$ cat src/inc/zone_cmd_pkg.sv
// Package with register offsets, codes and reset values of the zone command interpreter.
package zone_cmd_pkg;
  localparam logic [9:0] OFF_STOP_GROUP = 10'h014;
  localparam logic [9:0] OFF_UP_JAM = 10'h06d;
  localparam logic [9:0] OFF_DN_JAM = 10'h0bd;
  localparam logic [9:0] OFF_UP_DIR = 10'h16d;
  localparam logic [9:0] OFF_DN_DIR = 10'h177;
  localparam logic [9:0] OFF_MERGE = 10'h183;
  localparam logic [9:0] OFF_UP_TRK1 = 10'h190;
  localparam logic [9:0] OFF_UP_TRK2 = 10'h191;
  localparam logic [9:0] OFF_DN_TRK1 = 10'h192;
  localparam logic [9:0] OFF_DN_TRK2 = 10'h193;
  localparam logic [9:0] OFF_UP_SPEED = 10'h194;
  localparam logic [9:0] OFF_DN_SPEED = 10'h195;
  localparam logic [15:0] STOP_NONE = 16'h0000;
  localparam logic [15:0] STOP_SET = 16'h0001;
  localparam logic [15:0] STOP_CLEAR = 16'h0002;
  localparam logic [7:0] DA_NORMAL = 8'h00;
  localparam logic [7:0] DA_ACCUM_A = 8'h01;
  localparam logic [7:0] DA_ACCUM_B = 8'h02;
  localparam logic [7:0] DA_REL_CHANGE = 8'h03;
  localparam logic [7:0] DA_REL_DEFAULT = 8'h04;
  localparam logic [7:0] DA_FORWARD = 8'h0a;
  localparam logic [7:0] DA_REVERSE = 8'h0b;
  localparam logic [7:0] DA_MAX_ZONES = 8'hdc;
  localparam int MERGE_EN_BIT = 15;
  localparam int MERGE_INH_LSB = 4;
  localparam int MERGE_PRIO_LSB = 0;
  localparam logic [15:0] TRK_CLEAR = 16'hffff;
  localparam logic [15:0] WORD_ZERO = 16'h0000;
  localparam logic [3:0] PRIO_RESET = 4'h0;
  localparam logic [2:0] INH_RESET = 3'h0;
endpackage : zone_cmd_pkg

$ cat src/design/zone_command_word_interface.sv
// Command-word interpreter for a two-zone conveyor module, fed by a cyclic output image.
// Functional notes
// Stop word: 0 none, 1 stop, 2 clear.
// Upstream jam clear on rising 0 to 1.
// Downstream jam clear on rising 0 to 1.
// Low byte 0..4: normal, accumulate, release modes.
// Low byte 10 forward, 11 reverse.
// High byte zone count; zero means all zones.
// Merge word acts only with bit 15.
// Bits 4..6 inhibit center, left, right.
// Bits 0..3 select release priority.
// Tracking holding copied to live on release.
// Both holding zero keeps live tracking.
// Both holding 0xffff clears live tracking.
// Single 0xffff word is taken literally.
// Zero speed means configured speed.
// Speed clamped to motor limits.
// Zero after non-zero keeps last speed.
// Downstream direction word uses same encoding.
// Only value changes or edges trigger commands.
module zone_command_word_interface #(
  parameter int WORD_W = 16,
  parameter int ADDR_W = 10
) (
  input wire logic clk_i,
  input wire logic rst_n_i,
  input wire logic wr_en_i,
  input wire logic [ADDR_W-1:0] wr_addr_i,
  input wire logic [WORD_W-1:0] wr_data_i,
  input wire logic up_release_i,
  input wire logic dn_release_i,
  input wire logic [WORD_W-1:0] speed_min_i,
  input wire logic [WORD_W-1:0] speed_max_i,
  output logic stop_group_stopped_o,
  output logic up_jam_clear_o,
  output logic dn_jam_clear_o,
  output logic up_da_valid_o,
  output logic [7:0] up_da_action_o,
  output logic [7:0] up_da_zones_o,
  output logic up_da_all_o,
  output logic dn_da_valid_o,
  output logic [7:0] dn_da_action_o,
  output logic [7:0] dn_da_zones_o,
  output logic dn_da_all_o,
  output logic [2:0] merge_inhibit_o,
  output logic [3:0] merge_priority_o,
  output logic [WORD_W-1:0] up_trk1_o,
  output logic [WORD_W-1:0] up_trk2_o,
  output logic [WORD_W-1:0] dn_trk1_o,
  output logic [WORD_W-1:0] dn_trk2_o,
  output logic up_speed_override_o,
  output logic [WORD_W-1:0] up_speed_o,
  output logic dn_speed_override_o,
  output logic [WORD_W-1:0] dn_speed_o
);

  // Slices and offsets below assume a 16-bit word and at least 10 address bits.
  if (WORD_W != 16 || ADDR_W < 10) begin : g_bad_params
    $error("zone_command_word_interface: WORD_W must be 16 and ADDR_W at least 10");
  end

  logic rst_s1_q;
  logic rst_n_q;

  always_ff @(posedge clk_i or negedge rst_n_i) begin
    if (!rst_n_i) begin
      rst_s1_q <= 1'b0;
      rst_n_q <= 1'b0;
    end else begin
      rst_s1_q <= 1'b1;
      rst_n_q <= rst_s1_q;
    end
  end

  function automatic logic hit(input logic [ADDR_W-1:0] a, input logic [9:0] off);
    hit = (a == ADDR_W'(off));
  endfunction : hit

  function automatic logic [WORD_W-1:0] clamp(input logic [WORD_W-1:0] v,
                                                input logic [WORD_W-1:0] lo,
                                                input logic [WORD_W-1:0] hi);
    if (v > hi) begin
      clamp = hi;
    end else if (v < lo) begin
      clamp = lo;
    end else begin
      clamp = v;
    end
  endfunction : clamp

  function automatic logic da_legal(input logic [7:0] code);
    da_legal = (code == zone_cmd_pkg::DA_NORMAL) || (code == zone_cmd_pkg::DA_ACCUM_A) ||
               (code == zone_cmd_pkg::DA_ACCUM_B) || (code == zone_cmd_pkg::DA_REL_CHANGE) ||
               (code == zone_cmd_pkg::DA_REL_DEFAULT) || (code == zone_cmd_pkg::DA_FORWARD) ||
               (code == zone_cmd_pkg::DA_REVERSE);
  endfunction : da_legal

  // Register image as last written by the controller.
  logic [WORD_W-1:0] stop_word_q;
  logic [WORD_W-1:0] up_jam_q;
  logic [WORD_W-1:0] dn_jam_q;
  logic [WORD_W-1:0] up_da_q;
  logic [WORD_W-1:0] dn_da_q;
  logic [WORD_W-1:0] up_hold1_q;
  logic [WORD_W-1:0] up_hold2_q;
  logic [WORD_W-1:0] dn_hold1_q;
  logic [WORD_W-1:0] dn_hold2_q;

  logic wr_stop;
  logic wr_up_jam;
  logic wr_dn_jam;
  logic wr_up_da;
  logic wr_dn_da;
  logic wr_merge;
  logic wr_up_spd;
  logic wr_dn_spd;
  logic wr_up_trk1;
  logic wr_up_trk2;
  logic wr_dn_trk1;
  logic wr_dn_trk2;

  assign wr_stop = wr_en_i && hit(wr_addr_i, zone_cmd_pkg::OFF_STOP_GROUP);
  assign wr_up_jam = wr_en_i && hit(wr_addr_i, zone_cmd_pkg::OFF_UP_JAM);
  assign wr_dn_jam = wr_en_i && hit(wr_addr_i, zone_cmd_pkg::OFF_DN_JAM);
  assign wr_up_da = wr_en_i && hit(wr_addr_i, zone_cmd_pkg::OFF_UP_DIR);
  assign wr_dn_da = wr_en_i && hit(wr_addr_i, zone_cmd_pkg::OFF_DN_DIR);
  assign wr_merge = wr_en_i && hit(wr_addr_i, zone_cmd_pkg::OFF_MERGE);
  assign wr_up_spd = wr_en_i && hit(wr_addr_i, zone_cmd_pkg::OFF_UP_SPEED);
  assign wr_dn_spd = wr_en_i && hit(wr_addr_i, zone_cmd_pkg::OFF_DN_SPEED);
  assign wr_up_trk1 = wr_en_i && hit(wr_addr_i, zone_cmd_pkg::OFF_UP_TRK1);
  assign wr_up_trk2 = wr_en_i && hit(wr_addr_i, zone_cmd_pkg::OFF_UP_TRK2);
  assign wr_dn_trk1 = wr_en_i && hit(wr_addr_i, zone_cmd_pkg::OFF_DN_TRK1);
  assign wr_dn_trk2 = wr_en_i && hit(wr_addr_i, zone_cmd_pkg::OFF_DN_TRK2);

  // Each stored word keeps the last written value for change and edge detection.
  always_ff @(posedge clk_i or negedge rst_n_q) begin
    if (!rst_n_q) begin
      stop_word_q <= zone_cmd_pkg::WORD_ZERO;
    end else if (wr_stop) begin
      stop_word_q <= wr_data_i;
    end
  end

  always_ff @(posedge clk_i or negedge rst_n_q) begin
    if (!rst_n_q) begin
      up_jam_q <= zone_cmd_pkg::WORD_ZERO;
    end else if (wr_up_jam) begin
      up_jam_q <= wr_data_i;
    end
  end

  always_ff @(posedge clk_i or negedge rst_n_q) begin
    if (!rst_n_q) begin
      dn_jam_q <= zone_cmd_pkg::WORD_ZERO;
    end else if (wr_dn_jam) begin
      dn_jam_q <= wr_data_i;
    end
  end

  always_ff @(posedge clk_i or negedge rst_n_q) begin
    if (!rst_n_q) begin
      up_da_q <= zone_cmd_pkg::WORD_ZERO;
    end else if (wr_up_da) begin
      up_da_q <= wr_data_i;
    end
  end

  always_ff @(posedge clk_i or negedge rst_n_q) begin
    if (!rst_n_q) begin
      dn_da_q <= zone_cmd_pkg::WORD_ZERO;
    end else if (wr_dn_da) begin
      dn_da_q <= wr_data_i;
    end
  end

  // Holding words only; the live copies move on release, so cyclic rewrites are harmless.
  always_ff @(posedge clk_i or negedge rst_n_q) begin
    if (!rst_n_q) begin
      up_hold1_q <= zone_cmd_pkg::WORD_ZERO;
    end else if (wr_up_trk1) begin
      up_hold1_q <= wr_data_i;
    end
  end

  always_ff @(posedge clk_i or negedge rst_n_q) begin
    if (!rst_n_q) begin
      up_hold2_q <= zone_cmd_pkg::WORD_ZERO;
    end else if (wr_up_trk2) begin
      up_hold2_q <= wr_data_i;
    end
  end

  always_ff @(posedge clk_i or negedge rst_n_q) begin
    if (!rst_n_q) begin
      dn_hold1_q <= zone_cmd_pkg::WORD_ZERO;
    end else if (wr_dn_trk1) begin
      dn_hold1_q <= wr_data_i;
    end
  end

  always_ff @(posedge clk_i or negedge rst_n_q) begin
    if (!rst_n_q) begin
      dn_hold2_q <= zone_cmd_pkg::WORD_ZERO;
    end else if (wr_dn_trk2) begin
      dn_hold2_q <= wr_data_i;
    end
  end

  // Stop group: a rewritten command that is unchanged does nothing new.
  always_ff @(posedge clk_i or negedge rst_n_q) begin
    if (!rst_n_q) begin
      stop_group_stopped_o <= 1'b0;
    end else if (wr_stop && wr_data_i != stop_word_q) begin
      if (wr_data_i == zone_cmd_pkg::STOP_SET) begin
        stop_group_stopped_o <= 1'b1;
      end else if (wr_data_i == zone_cmd_pkg::STOP_CLEAR) begin
        stop_group_stopped_o <= 1'b0;
      end
    end
  end

  // Jam clear pulses on a 0 to 1 change of the word only.
  always_ff @(posedge clk_i or negedge rst_n_q) begin
    if (!rst_n_q) begin
      up_jam_clear_o <= 1'b0;
    end else begin
      up_jam_clear_o <= wr_up_jam && up_jam_q == 16'h0000 && wr_data_i == 16'h0001;
    end
  end

  always_ff @(posedge clk_i or negedge rst_n_q) begin
    if (!rst_n_q) begin
      dn_jam_clear_o <= 1'b0;
    end else begin
      dn_jam_clear_o <= wr_dn_jam && dn_jam_q == 16'h0000 && wr_data_i == 16'h0001;
    end
  end

  // Direction and accumulation commands issue one pulse per changed legal word.
  always_ff @(posedge clk_i or negedge rst_n_q) begin
    if (!rst_n_q) begin
      up_da_valid_o <= 1'b0;
      up_da_action_o <= zone_cmd_pkg::DA_NORMAL;
      up_da_zones_o <= 8'h00;
      up_da_all_o <= 1'b0;
    end else begin
      up_da_valid_o <= 1'b0;
      if (wr_up_da && wr_data_i != up_da_q && da_legal(wr_data_i[7:0]) &&
          wr_data_i[15:8] <= zone_cmd_pkg::DA_MAX_ZONES) begin
        up_da_valid_o <= 1'b1;
        up_da_action_o <= wr_data_i[7:0];
        up_da_zones_o <= wr_data_i[15:8];
        up_da_all_o <= (wr_data_i[15:8] == 8'h00);
      end
    end
  end

  always_ff @(posedge clk_i or negedge rst_n_q) begin
    if (!rst_n_q) begin
      dn_da_valid_o <= 1'b0;
      dn_da_action_o <= zone_cmd_pkg::DA_NORMAL;
      dn_da_zones_o <= 8'h00;
      dn_da_all_o <= 1'b0;
    end else begin
      dn_da_valid_o <= 1'b0;
      if (wr_dn_da && wr_data_i != dn_da_q && da_legal(wr_data_i[7:0]) &&
          wr_data_i[15:8] <= zone_cmd_pkg::DA_MAX_ZONES) begin
        dn_da_valid_o <= 1'b1;
        dn_da_action_o <= wr_data_i[7:0];
        dn_da_zones_o <= wr_data_i[15:8];
        dn_da_all_o <= (wr_data_i[15:8] == 8'h00);
      end
    end
  end

  // Merge configuration is only touched with the enable bit set.
  always_ff @(posedge clk_i or negedge rst_n_q) begin
    if (!rst_n_q) begin
      merge_inhibit_o <= zone_cmd_pkg::INH_RESET;
      merge_priority_o <= zone_cmd_pkg::PRIO_RESET;
    end else if (wr_merge && wr_data_i[zone_cmd_pkg::MERGE_EN_BIT]) begin
      merge_inhibit_o <= wr_data_i[zone_cmd_pkg::MERGE_INH_LSB +: 3];
      // A priority code above 3 is ignored while the inhibit bits still apply.
      if (wr_data_i[zone_cmd_pkg::MERGE_PRIO_LSB +: 4] <= 4'h3) begin
        merge_priority_o <= wr_data_i[zone_cmd_pkg::MERGE_PRIO_LSB +: 4];
      end
    end
  end

  // Live tracking words load from the holding words on release.
  always_ff @(posedge clk_i or negedge rst_n_q) begin
    if (!rst_n_q) begin
      up_trk1_o <= zone_cmd_pkg::WORD_ZERO;
      up_trk2_o <= zone_cmd_pkg::WORD_ZERO;
    end else if (up_release_i) begin
      if (up_hold1_q == zone_cmd_pkg::TRK_CLEAR && up_hold2_q == zone_cmd_pkg::TRK_CLEAR) begin
        up_trk1_o <= zone_cmd_pkg::WORD_ZERO;
        up_trk2_o <= zone_cmd_pkg::WORD_ZERO;
      end else if (!(up_hold1_q == zone_cmd_pkg::WORD_ZERO &&
                     up_hold2_q == zone_cmd_pkg::WORD_ZERO)) begin
        up_trk1_o <= up_hold1_q;
        up_trk2_o <= up_hold2_q;
      end
    end
  end

  always_ff @(posedge clk_i or negedge rst_n_q) begin
    if (!rst_n_q) begin
      dn_trk1_o <= zone_cmd_pkg::WORD_ZERO;
      dn_trk2_o <= zone_cmd_pkg::WORD_ZERO;
    end else if (dn_release_i) begin
      if (dn_hold1_q == zone_cmd_pkg::TRK_CLEAR && dn_hold2_q == zone_cmd_pkg::TRK_CLEAR) begin
        dn_trk1_o <= zone_cmd_pkg::WORD_ZERO;
        dn_trk2_o <= zone_cmd_pkg::WORD_ZERO;
      end else if (!(dn_hold1_q == zone_cmd_pkg::WORD_ZERO &&
                     dn_hold2_q == zone_cmd_pkg::WORD_ZERO)) begin
        dn_trk1_o <= dn_hold1_q;
        dn_trk2_o <= dn_hold2_q;
      end
    end
  end

  // Speed reference: a zero write keeps the last non-zero reference.
  always_ff @(posedge clk_i or negedge rst_n_q) begin
    if (!rst_n_q) begin
      up_speed_override_o <= 1'b0;
      up_speed_o <= zone_cmd_pkg::WORD_ZERO;
    end else if (wr_up_spd && wr_data_i != zone_cmd_pkg::WORD_ZERO) begin
      up_speed_override_o <= 1'b1;
      up_speed_o <= clamp(wr_data_i, speed_min_i, speed_max_i);
    end
  end

  // The downstream reference shares the motor limits with the upstream one.
  always_ff @(posedge clk_i or negedge rst_n_q) begin
    if (!rst_n_q) begin
      dn_speed_override_o <= 1'b0;
      dn_speed_o <= zone_cmd_pkg::WORD_ZERO;
    end else if (wr_dn_spd && wr_data_i != zone_cmd_pkg::WORD_ZERO) begin
      dn_speed_override_o <= 1'b1;
      dn_speed_o <= clamp(wr_data_i, speed_min_i, speed_max_i);
    end
  end

endmodule : zone_command_word_interface

$ cat config.mk
export PLATFORM = sky130hd
export DESIGN_NAME = zone_command_word_interface
export DESIGN_NICKNAME = d
export VERILOG_FILES = /design/src/inc/zone_cmd_pkg.sv /design/src/design/zone_command_word_interface.sv
export SDC_FILE = /design/constraint.sdc
export NUM_CORES = 1
export LEC_CHECK = 0
export ABC_AREA = 1
export ABC_CLOCK_PERIOD_IN_PS = 19600
export BUFFER_PORTS_ARGS = -buffer_cell sky130_fd_sc_hd__buf_2
export CAP_MARGIN = 20
export CORE_ASPECT_RATIO = 1.75
export CORE_MARGIN = 3
export CORE_UTILIZATION = 30
export CTS_CLUSTER_DIAMETER = 60
export DETAILED_ROUTE_END_ITERATION = 8
export PLACE_DENSITY = 0.59
export SLEW_MARGIN = 20
export SYNTH_ARGS = -nofsm -noshare
export SYNTH_HDL_FRONTEND = slang
export SYNTH_SLANG_ARGS = --single-unit
$ cat constraint.sdc
create_clock -name clk_i -period 19.6 [get_ports clk_i]
set_clock_uncertainty 0.15 [all_clocks]
set_input_delay 1.96 -clock clk_i [delete_from_list [all_inputs] [get_ports clk_i]]
set_output_delay 1.96 -clock clk_i [all_outputs]
set_load 0.1 [all_outputs]
==> results of run 1 <==
==> layer usage <==
metal  vias up  routed length (microns)  global-route usage [%]
li1       5373                        -                       -
met1      5359                    17300                    21.3
met2       313                    21000                    30.2
met3        70                     1730                    2.12
met4         0                     1370                    5.80
met5         -                        0                       0
==> worst paths after layout <==
| path | to | slack [ns] |
|---|---|---|
| worst max-delay path | dn_speed_o[5]$_DFFE_PN0P_ | 15.42 |
| worst min-delay path | up_da_zones_o[0]$_DFFE_PN0P_ | 0.08 |
| worst max register to register | dn_trk1_o[0]$_DFFE_PN0P_ | 16.83 |
| worst min register to register | up_da_zones_o[0]$_DFFE_PN0P_ | 0.08 |
| max in group asynchronous | dn_trk1_o[0]$_DFFE_PN0P_ | 16.83 |
| min in group clk_i | rst_n_q$_DFF_PN0_ | 0.20 |
==> stage by stage <==
step / power (mW) / hold WS (ns)
floorplan: 0.739 / 0.181
detailed placement: 0.784 / 0.189
global placement: 0.782 / 0.189
global route: 1.42 / 0.113
CTS: 1.38 / 0.211
finish: 1.36 / 0.0806
==> area by class of cell <==
class / instances / share of cell area [%]
Inverter: 212 / 4.95
Sequential cell: 290 / 45.2
Clock inverter: 14 / 1.16
Timing Repair Buffer: 220 / 7.22
Clock buffer: 38 / 5.10
Tap cell: 572 / 4.45
Multi-Input combinational cell: 974 / 31.9
==> cell usage after synthesis, drive strengths merged (31+ instances only) <==
library cell,n,share of area (%)
nand2,310,8.7
dfrtp,290,54
inv,212,5.9
o21ai,178,6.6
nand3,152,5.8
nor2,91,2.7
a21oi,56,2.1
clkbuf,39,1.1
buf,38,1.6
nand4,38,1.8
xnor2,35,2.3
ha,31,2.9
==> power by group through the flow <==
stage	clock [mW]	combinational, mW	sequential [mW]
5_1_grt	0.629	0.168	0.620
3_5_place_dp	0	0.152	0.632
2_1_floorplan	0	0.0582	0.680
4_1_cts	0.604	0.153	0.621
3_3_place_gp	0	0.150	0.632
6_report	0.585	0.154	0.619
==> layout by cell type (no fill, tap or decap), drive strengths merged, types with 2 or more instances in the layout <==
cell type / n
clkinvlp: 2
nand4: 38
o21ai: 178
nor4: 20
clkinv: 6
nand2: 310
ha: 31
xor2: 3
nor2: 91
xnor2: 35
inv: 215
clkbuf: 38
a21oi: 56
mux2i: 27
dfrtp: 290
nand3: 152
or2: 12
buf: 220
bufinv: 3
o21a: 2
nor3: 15
==> cell families (layout without fill, tap and decap cells) <==
family / Yosys count / count (layout) / share of synthesized area (%)
other: 1 / 1 / 0.0277
adders and majority gates: 31 / 31 / 2.87
and+or+nand+nor: 639 / 639 / 21.4
AOI/OAI and AO/OA: 238 / 238 / 8.95
DFF: 290 / 290 / 53.7
xor gates and xnor gates: 38 / 38 / 2.46
buffers and inverters: 289 / 484 / 8.60
muxes: 27 / 27 / 2.00
==> key figures, run 1 <==
Detailed routing
  – Remaining number of nets flagged by the antenna check after routing: 0
  – Routed Wire Length: 41.4 mm
  – Via-to-Cell Ratio: 4.79
  – Via count: 11100
  – Drc violations: 0
  – Routed wirelength normalized by instance count: roughly 18 microns
  – Initial DRC Count: between 800 and 900
  – Initial DRT Pass Iterations: 6

Placed design
  – Placed instance area: between 0.015 and 0.02 sq mm
  – Global placer's final weighted congestion: between 0.8 and 0.9
  – Count of buffers from port buffering: roughly 210
  – Dpl hpwl: 29.9 mm
  – Number of cells in the design after placement: approximately 2300
  – Pre-CTS setup slack: 14.82 ns

Power
  – Net Sw Frac: between 20 and 30%
  – Switching power total: about 0.38 mW
  – Maximum vdd drop: 58.8 uV
  – Internal cell power: about 1 mW
  – Leakage power summed over all cells: approximately 8.6 nW
  – Share of power burned in registers: around 46%
  – Power density over cell area: 84.5 mW/mm^2
  – Share of power burned in combinational logic: 11.3%
  – Clock power share: 43.1%

Die
  – Placeable core area: 0.0444 sq mm
  – Row count: 102
  – Die Footprint: between 0.04 and 0.05 sq mm
  – Initial Util: just over 30%
  – Die Width: 166 microns
  – I/O pins: approximately 210
  – Vertical die dimension: approximately 290 microns

Final layout
  – Final Core Density: approximately 36%
  – Share of final-layout standard cells stronger than drive strength 1: 18.2%
  – Final non-filler cell area: 0.0161 sq mm
  – Number of standard cells in the layout, taps in and fillers out: roughly 2300
  – Count of filler cells inserted in the layout: approximately 4600
  – Layout area overhead: 18.8%
  – Layout Nets: around 1800
  – Area occupied by multi-input gates: roughly 0.0051 sq mm
  – FF+latch area: ~0.0073 sq mm
  – Antenna Cells: 0

Global routing
  – Final global-route overflow total: 0
  – Maximum number of pins on one net before global-route repair: 80
  – Number of global-route vias before repair: 11200
  – First-pass GRT wire length: 65.3 mm
  – Tot GR Track Use: between 10% and 20%
  – Number of antenna violations at the first check in global routing: 0

Worst setup path
  – Ordered list of cells on the worst path: buf_2 -> inv_2 -> ha_1 -> nor2_1 -> o21bai_1 -> nand2_1 -> nand2_1 -> nand2_1 -> nand2_1 -> nand2_1 -> nand2_1 -> inv_1 -> nand2_1 -> nand3_1 -> nand2_1
  – Worst-path maximum fanout: 17
  – First element of the critical path: wr_data_i[0]
  – FF-to-FF Start: rst_n_q$_DFF_PN0_
  – CP most frequent cell: sky130_fd_sc_hd__nand2_1
  – Buffers plus inverters on the worst setup path: 3
  – Number of cells on the critical path: 15
  – R2R depth: 3
  – CP max stage cell: sky130_fd_sc_hd__inv_1
  – CP Launch Type: input pin
  – Delay of the slowest critical-path stage: ~0.57 ns
  – Cell type group with the largest total delay on the critical path: buffers and inverters
  – Critical path arrival: approximately 4.5 ns
  – Setup Crit Path Kind: input pin to flop
  – Type of element capturing the critical path: flop
  – Req. time, crit path: around 20 ns

Clocking
  – Num Clock Sinks: between 200 and 300
  – Number of buffers added by the clock tree synthesis step: 29
  – Clock-pin transition on the worst setup and hold timing paths: roughly 0.07 ns
  – Number of buffers inserted for hold repair after clock tree synthesis: 0
  – Clock tree from TritonCTS: done
  – Maximum level of the CTS H-tree: 1
  – Insertion delay to the later sink of the worst-skew pair: ~0.57 ns
  – Number of gates given a new drive strength after cts: 0
  – Clock tree root driver cell: sky130_fd_sc_hd__clkbuf_16
  – Clk buf depth: 3
  – Post-CTS setup buffers: 0

Yosys
  – Top FF cell, synth: sky130_fd_sc_hd__dfrtp_1
  – Cell count after synthesis: roughly 1600
  – Number of register bits inferred by synthesis: 290
  – Number of enable-type register cells in the synthesized netlist: 0
  – Share of synthesized flip-flops with an asynchronous set or reset: 100%
  – Number of unique standard cell types used by synthesis: 36
  – Post-Syn Nets: between 1500 and 2000
  – Synthesized cell area: between 0.01 and 0.015 sq mm
  – Number of warning messages in the yosys log: 0
  – Mean post-synth cell area: about 8.7 sq um
  – Post-synthesis sequential area ratio: a little over half

STA
  – Setup total negative slack: 0 ns
  – Final Critical Period: roughly 4.2 ns
  – Final setup fails: 0
  – Final hold violation count: 0
  – F_max: between 0.2 and 0.25 GHz
  – Headroom to the max-slew limit: a little under a third
  – Worst-case setup margin in the final layout: roughly 15 ns
  – Max-slew violation count: 0
  – RSZ-0062 raised after global routing: no
  – Transition time at the pin with the least slew margin: 1.04 ns
  – Final critical-path share of the clock period: about a fifth

Outcome
  – Run status: finished clean

Flow run
  – Number of maximum-capacitance constraint violations: 0

Worst hold path
  – Worst hold-check path type: flop to async pin
(Power assumes the default switching activity.)
==> run 2, diff against run 1 <==
Settings changed: ABC_CLOCK_PERIOD_IN_PS 19600 to 4110.
Clock period 19.6 ns to 4.11 ns, I/O delays scaled along.
==> run 2 against run 1 <==
Effect of this change:
- via count hardly changed
- flip-flop and latch count stayed put
- core utilization is 0.13 points lower
- non-clock buffer count is 7 higher
- hold slack worse by 0.046 ns
- die area stayed put
- critical endpoint is now dn_speed_o[13]$_DFFE_PN0P_
- highest routed layer unchanged
==> key figures, run 2 (same netlist as run 1, synthesis figures left out) <==
Outcome
  – Run status: finished clean

Worst setup path
  – First element of the critical path: wr_data_i[0]
  – FF-to-FF Start: up_hold1_q[11]$_DFFE_PN0P_
  – Worst R2R End: up_trk1_o[9]$_DFFE_PN0P_
  – Buffers plus inverters on the worst setup path: 3
  – Cell type group with the largest total delay on the critical path: buffers and inverters
  – Delay of the slowest critical-path stage: about 0.56 ns
  – Worst-path maximum fanout: 17
  – Req. time, crit path: 4.41 ns
  – Critical path arrival: 2.91 ns
  – Setup Crit Path Kind: input pin to flop
  – CP max stage cell: sky130_fd_sc_hd__inv_1
  – R2r setup slk: 1.78 ns
  – CP most frequent cell: sky130_fd_sc_hd__nand2_1
  – Type of element capturing the critical path: flop
  – Ordered list of cells on the worst path: buf_2 -> inv_2 -> ha_1 -> nor2_1 -> o21bai_1 -> nand2_1 -> nand2_1 -> nand2_1 -> nand2_1 -> nand2_1 -> nand2_1 -> inv_1 -> nand2_1 -> nand3_1 -> nand2_1
  – CP Launch Type: input pin
  – R2R depth: 5

Clocking
  – Clock tree from TritonCTS: done
  – Clock tree root driver cell: sky130_fd_sc_hd__clkbuf_16
  – Maximum level of the CTS H-tree: 1
  – Post-CTS setup buffers: 0
  – Num Clock Sinks: 290
  – Clock-pin transition on the worst setup and hold timing paths: approximately 0.070 ns
  – Insertion delay to the later sink of the worst-skew pair: approximately 0.56 ns
  – Clk buf depth: 3
  – Number of buffers added by the clock tree synthesis step: 28

Placed design
  – Placed instance area: between 0.015 and 0.02 sq mm
  – Global placer's final weighted congestion: just under 0.9
  – Number of cells in the design after placement: 2274
  – Count of buffers from port buffering: 206
  – Dpl hpwl: approximately 30 mm

Die
  – Die Width: around 170 microns
  – Initial Util: a little over 30%
  – Vertical die dimension: between 200 and 300 microns
  – Placeable core area: about 0.044 sq mm
  – Row count: just over 100
  – Die Footprint: 0.0478 sq mm
  – I/O pins: a little over 200

STA
  – Setup total negative slack: 0 ns
  – Max-slew violation count: 0
  – RSZ-0062 raised after global routing: no
  – Transition time at the pin with the least slew margin: 1.01 ns
  – Final critical-path share of the clock period: a little under two thirds
  – Headroom to the max-slew limit: ~32%
  – Final setup fails: 0
  – F_max: 0.384 GHz
  – Final hold violation count: 0
  – Final Critical Period: approximately 2.6 ns

Flow run
  – Number of maximum-capacitance constraint violations: 0

Power
  – Overall power after layout: just over 6 mW
  – Maximum vdd drop: about 250 uV
  – Clock power share: around two fifths
  – Leakage power summed over all cells: 8.61 nW
  – Power density over cell area: 390 mW/mm^2
  – Net Sw Frac: 27.9%
  – Internal cell power: around 4.5 mW
  – Share of power burned in combinational logic: 11.8%
  – Switching power total: 1.74 mW
  – Share of power burned in registers: 47.3%

Final layout
  – Layout Nets: 1827
  – Layout area overhead: 18.4%
  – Final non-filler cell area: 0.0160 sq mm
  – Share of final-layout standard cells stronger than drive strength 1: a little under a fifth
  – Number of standard cells in the layout, taps in and fillers out: 2327
  – Highest-count cells in the layout ignoring fill and taps: sky130_fd_sc_hd__nand2_1, sky130_fd_sc_hd__dfrtp_1, sky130_fd_sc_hd__buf_2, sky130_fd_sc_hd__inv_1, sky130_fd_sc_hd__nand3_1
  – Final Core Density: a little over a third
  – Commonest non-fill, non-tap cell in the layout: sky130_fd_sc_hd__nand2_1
  – Count of filler cells inserted in the layout: roughly 4600

Global routing
  – Final global-route overflow total: 0
  – Number of antenna violations at the first check in global routing: 4
  – Number of global-route vias before repair: ~11000
  – Maximum number of pins on one net before global-route repair: 128
  – Tot GR Track Use: between 15 and 20%
  – First-pass GRT wire length: 64.8 mm

Worst hold path
  – Worst hold-check path type: input pin to async pin

Detailed routing
  – Routed wirelength normalized by instance count: roughly 18 microns
  – Initial DRC Count: between 700 and 800
  – Routed Wire Length: 41.3 mm
  – Via-to-Cell Ratio: 4.77
  – Initial DRT Pass Iterations: 5
  – Via count: ~11000
  – Remaining number of nets flagged by the antenna check after routing: 0
  – Drc violations: 0
[run 2: changes by cell type in the layout (fill, tap and decap cells not counted), moves of 2 or more]
cell / delta
sky130_fd_sc_hd__nand3_2: -2
sky130_fd_sc_hd__clkbuf_8: -2
sky130_fd_sc_hd__clkinv_2: +3
sky130_fd_sc_hd__bufinv_16: -2
sky130_fd_sc_hd__buf_4: +6
sky130_fd_sc_hd__inv_6: -2
sky130_fd_sc_hd__nand3_1: +2
sky130_fd_sc_hd__buf_12: +2
sky130_fd_sc_hd__diode_2: +4
[run 2: power by group through the flow]
stage,combinational [mW],sequential (mW),clock (mW)
finish,0.736,2.95,2.55
global route,0.806,2.96,2.75
CTS,0.744,2.95,2.64
detailed placement,0.740,3.01,0
global placement,0.730,3.01,0
floorplan,0.278,3.24,0
[run 2: layer usage]
| metal | track usage [%] | vias to the layer above | part of all wire, % |
|---|---|---|---|
| met3 | 2.06 | 73 | 3.9 |
| met5 | 0 | - | 0 |
| met2 | 30.6 | 296 | 51 |
| li1 | - | 5384 | - |
| met1 | 20.8 | 5358 | 42 |
| met4 | 6.07 | 0 | 3.1 |
[run 2: cell type report]
class | count | area (sq um) | area share (%)
diodes | 4 | 10.0 | 0.0625
clock inverters | 11 | 97.6 | 0.610
well taps | 572 | 716 | 4.47
flip-flops and latches | 290 | 7260 | 45.4
inverters | 212 | 796 | 4.97
repair buffers | 227 | 1220 | 7.60
multi-input cells | 974 | 5120 | 32.0
clock buffers | 37 | 796 | 4.97
[run 2: how the worst max path moves through the flow]
stage	endpoint	slack (ns)	cells past startpoint
global placement	dn_speed_o[2]$_DFFE_PN0P_	0.97	15
floorplan	dn_da_action_o[0]$_DFFE_PN0P_	1.07	0
finish	dn_speed_o[13]$_DFFE_PN0P_	1.50	15
global route	up_speed_o[1]$_DFFE_PN0P_	1.26	15
detailed placement	dn_speed_o[13]$_DFFE_PN0P_	0.92	15
CTS	dn_speed_o[13]$_DFFE_PN0P_	1.51	15
[run 2: timing repair]
| item | in CTS | in global routing |
|---|---|---|
| gates resized for setup | 0 | 0 |
| hold endpoints to repair | 2 | 0 |
| hold buffers | 1 | 0 |
[run 2: through the flow]
| step | hold WS, ns | setup slack (ns) |
|---|---|---|
| after floorplan | -0.0346 | 1.07 |
| after global placement | 0.0534 | 0.974 |
| after detailed placement | 0.0515 | 0.916 |
| after CTS | 0.0144 | 1.51 |
| after global routing | 0.0213 | 1.26 |
| final | 0.0345 | 1.50 |
==> run 3, diff against run 2 <==
Settings changed: ABC_AREA 1 to 0, ABC_CLOCK_PERIOD_IN_PS 4110 to 2300, PLACE_DENSITY 0.59 to 0.6.
Clock period 4.11 ns to 2.3 ns, I/O delays scaled along.
==> run 3 against run 2 <==
Effect of this change:
- the run now ends with hold timing, setup timing left
- synthesized area fell by 1.1%
- cell count fell by 12%
- global-route usage fell by 0.39 points
- die area fell by 1.0%
- clock power rose by 92%
- routed wire length fell by 0.80%
- via count fell by 9.0%
- first-iteration DRC count fell by 27%
- critical path depth fell by 4
- combinational power rose by 110%
- sequential share of layout area fell by 3.5 points
- setup slack got worse by 1.5 ns
- largest cell class unchanged
==> key figures, run 3 <==
Yosys
  – Biggest area contributors in the synthesized netlist: sky130_fd_sc_hd__dfrtp_1, sky130_fd_sc_hd__mux2_2, sky130_fd_sc_hd__nand2_1, sky130_fd_sc_hd__o211ai_1, sky130_fd_sc_hd__xor2_1
  – Most instantiated library cell after synthesis: sky130_fd_sc_hd__dfrtp_1
  – Number of unique standard cell types used by synthesis: 57
  – Largest area contributor in the netlist: sky130_fd_sc_hd__dfrtp_1
  – Share of synthesized flip-flops with an asynchronous set or reset: 100%
  – Post-Syn Nets: ~1300
  – Number of warning messages in the yosys log: 0
  – Share of the synthesized area in the top cell type: a little over half
  – Synthesized cell area: 0.0134 sq mm
  – Mean post-synth cell area: between 10 and 15 sq um
  – Synth cell count leaders: sky130_fd_sc_hd__dfrtp_1, sky130_fd_sc_hd__nand2_1, sky130_fd_sc_hd__mux2_2
  – Cell count after synthesis: 1156
  – Number of enable-type register cells in the synthesized netlist: 0
  – Post-synthesis sequential area ratio: 54.3%
  – Top FF cell, synth: sky130_fd_sc_hd__dfrtp_1
  – Number of register bits inferred by synthesis: 290

Final layout
  – Final Core Density: between 30% and 40%
  – Highest-count cells in the layout ignoring fill and taps: sky130_fd_sc_hd__dfrtp_1, sky130_fd_sc_hd__buf_2, sky130_fd_sc_hd__nand2_1, sky130_fd_sc_hd__mux2_2, sky130_fd_sc_hd__buf_4
  – Layout Nets: 1542
  – Layout area overhead: 29.7%
  – Final non-filler cell area: ~0.017 sq mm
  – Share of final-layout standard cells stronger than drive strength 1: 37.3%
  – Commonest non-fill, non-tap cell in the layout: sky130_fd_sc_hd__dfrtp_1
  – Count of filler cells inserted in the layout: between 4000 and 5000

Clocking
  – Clock-pin transition on the worst setup and hold timing paths: 0.07 ns
  – Insertion delay to the later sink of the worst-skew pair: ~0.57 ns
  – Clock tree root driver cell: sky130_fd_sc_hd__clkbuf_16
  – Clk buf depth: 3
  – Clock tree from TritonCTS: done
  – Num Clock Sinks: 290
  – Number of buffers added by the clock tree synthesis step: 29
  – Maximum level of the CTS H-tree: 1

Flow run
  – Number of maximum-capacitance constraint violations: 0

Die
  – I/O pins: a little over 200
  – Placeable core area: approximately 0.044 sq mm
  – Die Footprint: 0.0473 sq mm
  – Row count: around 100
  – Die Width: about 170 microns
  – Initial Util: between 30% and 40%
  – Vertical die dimension: roughly 290 microns

Global routing
  – Tot GR Track Use: roughly 17%
  – First-pass GRT wire length: 62.0 mm
  – Number of antenna violations at the first check in global routing: 0
  – Final global-route overflow total: 0
  – Number of global-route vias before repair: approximately 11000
  – Maximum number of pins on one net before global-route repair: 82

STA
  – Setup total negative slack: -0.176 ns
  – Worst hold slack: -0.0185 ns
  – Final critical-path share of the clock period: 101%
  – F_max: between 0.4 and 0.5 GHz
  – Max-slew violation count: 0
  – Worst-case setup margin in the final layout: -0.0243 ns
  – Transition time at the pin with the least slew margin: between 0.5 and 0.6 ns
  – Final setup fails: 13
  – Final hold violation count: 1
  – Final Critical Period: 2.32 ns
  – Headroom to the max-slew limit: between 60% and 70%

Detailed routing
  – Routed wirelength normalized by instance count: 20.1 microns
  – Routed Wire Length: 40.9 mm
  – Initial DRC Count: around 560
  – Via-to-Cell Ratio: ~5
  – Via count: 10100
  – Remaining number of nets flagged by the antenna check after routing: 0
  – Initial DRT Pass Iterations: 4
  – Drc violations: 0

Placed design
  – Placed instance area: roughly 0.016 sq mm
  – Count of buffers from port buffering: approximately 210
  – Global placer's final weighted congestion: 0.896
  – Dpl hpwl: 28.9 mm

Worst setup path
  – Critical path arrival: around 2.7 ns
  – Req. time, crit path: 2.64 ns
  – FF-to-FF Start: dn_hold2_q[0]$_DFFE_PN0P_
  – Worst R2R End: dn_trk2_o[3]$_DFFE_PN0P_
  – Type of element capturing the critical path: flop
  – R2r setup slk: roughly 0.24 ns
  – R2R depth: 5
  – Worst-path maximum fanout: 8
  – Setup Crit Path Kind: input pin to flop
  – CP Launch Type: input pin

Worst hold path
  – Worst Hold Launch: wr_data_i[13]
  – Worst hold-check path type: input pin to flop
  – Endpoint of the worst hold-timing path: up_speed_o[13]$_DFFE_PN0P_
  – Number of cells traversed by the worst hold path: 3

Outcome
  – Violated checks: hold timing, setup timing
  – Run status: finished with violations

Power
  – Leakage power summed over all cells: between 8 and 9 nW
  – Maximum vdd drop: about 410 uV
  – Power density over cell area: between 600 and 700 mW/mm^2
-- run 3: logic make-up (layout without fill, tap and decap cells) --
family	count (synthesis)	after routing	share of synthesized area (%)
AOI/OAI and AO/OA	167	167	7.86
xor gates and xnor gates	48	48	3.14
adders and majority gates	31	31	2.90
buffers and inverters	117	431	4.13
DFF	290	290	54.3
muxes	185	185	15.4
other	1	2	0.0280
and+or+nand+nor	317	317	12.3
-- run 3: worst max-delay path by stage --
| stage | start | to | slack [ns] | depth (start not counted) |
|---|---|---|---|---|
| global placement | wr_data_i[0] | dn_speed_o[14]$_DFFE_PN0P_ | -0.13 | 9 |
| CTS | speed_max_i[7] | up_speed_o[8]$_DFFE_PN0P_ | 0.02 | 12 |
| finish | speed_max_i[10] | up_speed_o[5]$_DFFE_PN0P_ | -0.02 | 11 |
| floorplan | rst_n_q$_DFF_PN0_ | dn_da_action_o[0]$_DFFE_PN0P_ | -0.74 | 0 |
| global route | speed_max_i[10] | dn_speed_o[4]$_DFFE_PN0P_ | -0.09 | 11 |
| detailed placement | wr_data_i[9] | dn_speed_o[14]$_DFFE_PN0P_ | -0.15 | 9 |
-- run 3: area by class of cell --
cell class / instances / area, sq um / share of cell area [%]
tap: 566 / 708 / 4.08
clock inverter: 12 / 133 / 0.764
multi-input combinational: 749 / 5730 / 33.0
sequential: 290 / 7260 / 41.8
clock buffer: 41 / 851 / 4.90
inverter: 37 / 139 / 0.800
timing repair buffer: 341 / 2530 / 14.6
antenna: 1 / 2.50 / 0.0144
-- run 3: worst max-delay path, cell delays in order --
cell                            delay (ns)
sky130_fd_sc_hd__dlygate4sd3_1        0.52
sky130_fd_sc_hd__buf_2                0.11
sky130_fd_sc_hd__inv_1                0.04
sky130_fd_sc_hd__ha_1                 0.28
sky130_fd_sc_hd__nand4_1              0.25
sky130_fd_sc_hd__nor4_4               0.07
sky130_fd_sc_hd__nor3_2               0.27
sky130_fd_sc_hd__o31a_1               0.44
sky130_fd_sc_hd__clkbuf_16            0.25
sky130_fd_sc_hd__o211ai_1             0.09
sky130_fd_sc_hd__o211ai_1             0.11
-- run 3: repair_timing --
item | 4_1_cts | 5_1_grt
hold buffers | 39 | 4
resized for setup | 0 | 29
setup endpoints to repair | 0 | 32
setup buffers | 0 | 1
endpoints found under the hold margin | 49 | 5
-- run 3: power breakdown --
part	internal (mW)	switching, mW
Clock	2.82	2.09
Sequential	5.19	0.0678
Combinational	0.470	1.06
Total	8.47	3.22
-- run 3: routing by layer --
layer  vias up  GRT usage, %  part of all wire, %
met3        74          2.01                  4.5
met5         -             0                    0
met2       319          31.4                   55
li1       4674             -                    -
met1      5040          19.0                   38
met4         0          6.14                  3.2
-- run 3: through the flow --
step                std cells  hold WS (ns)  setup slack (ns)  power [mW]
floorplan                1156        -0.216            -0.741        6.25
global placement         1948        -0.132            -0.132        6.78
detailed placement       1948        -0.132            -0.150        6.80
CTS                      2040       0.00121            0.0172        11.8
global route             2036        0.0184           -0.0867        12.2
finish                   2037       -0.0185           -0.0243        11.7
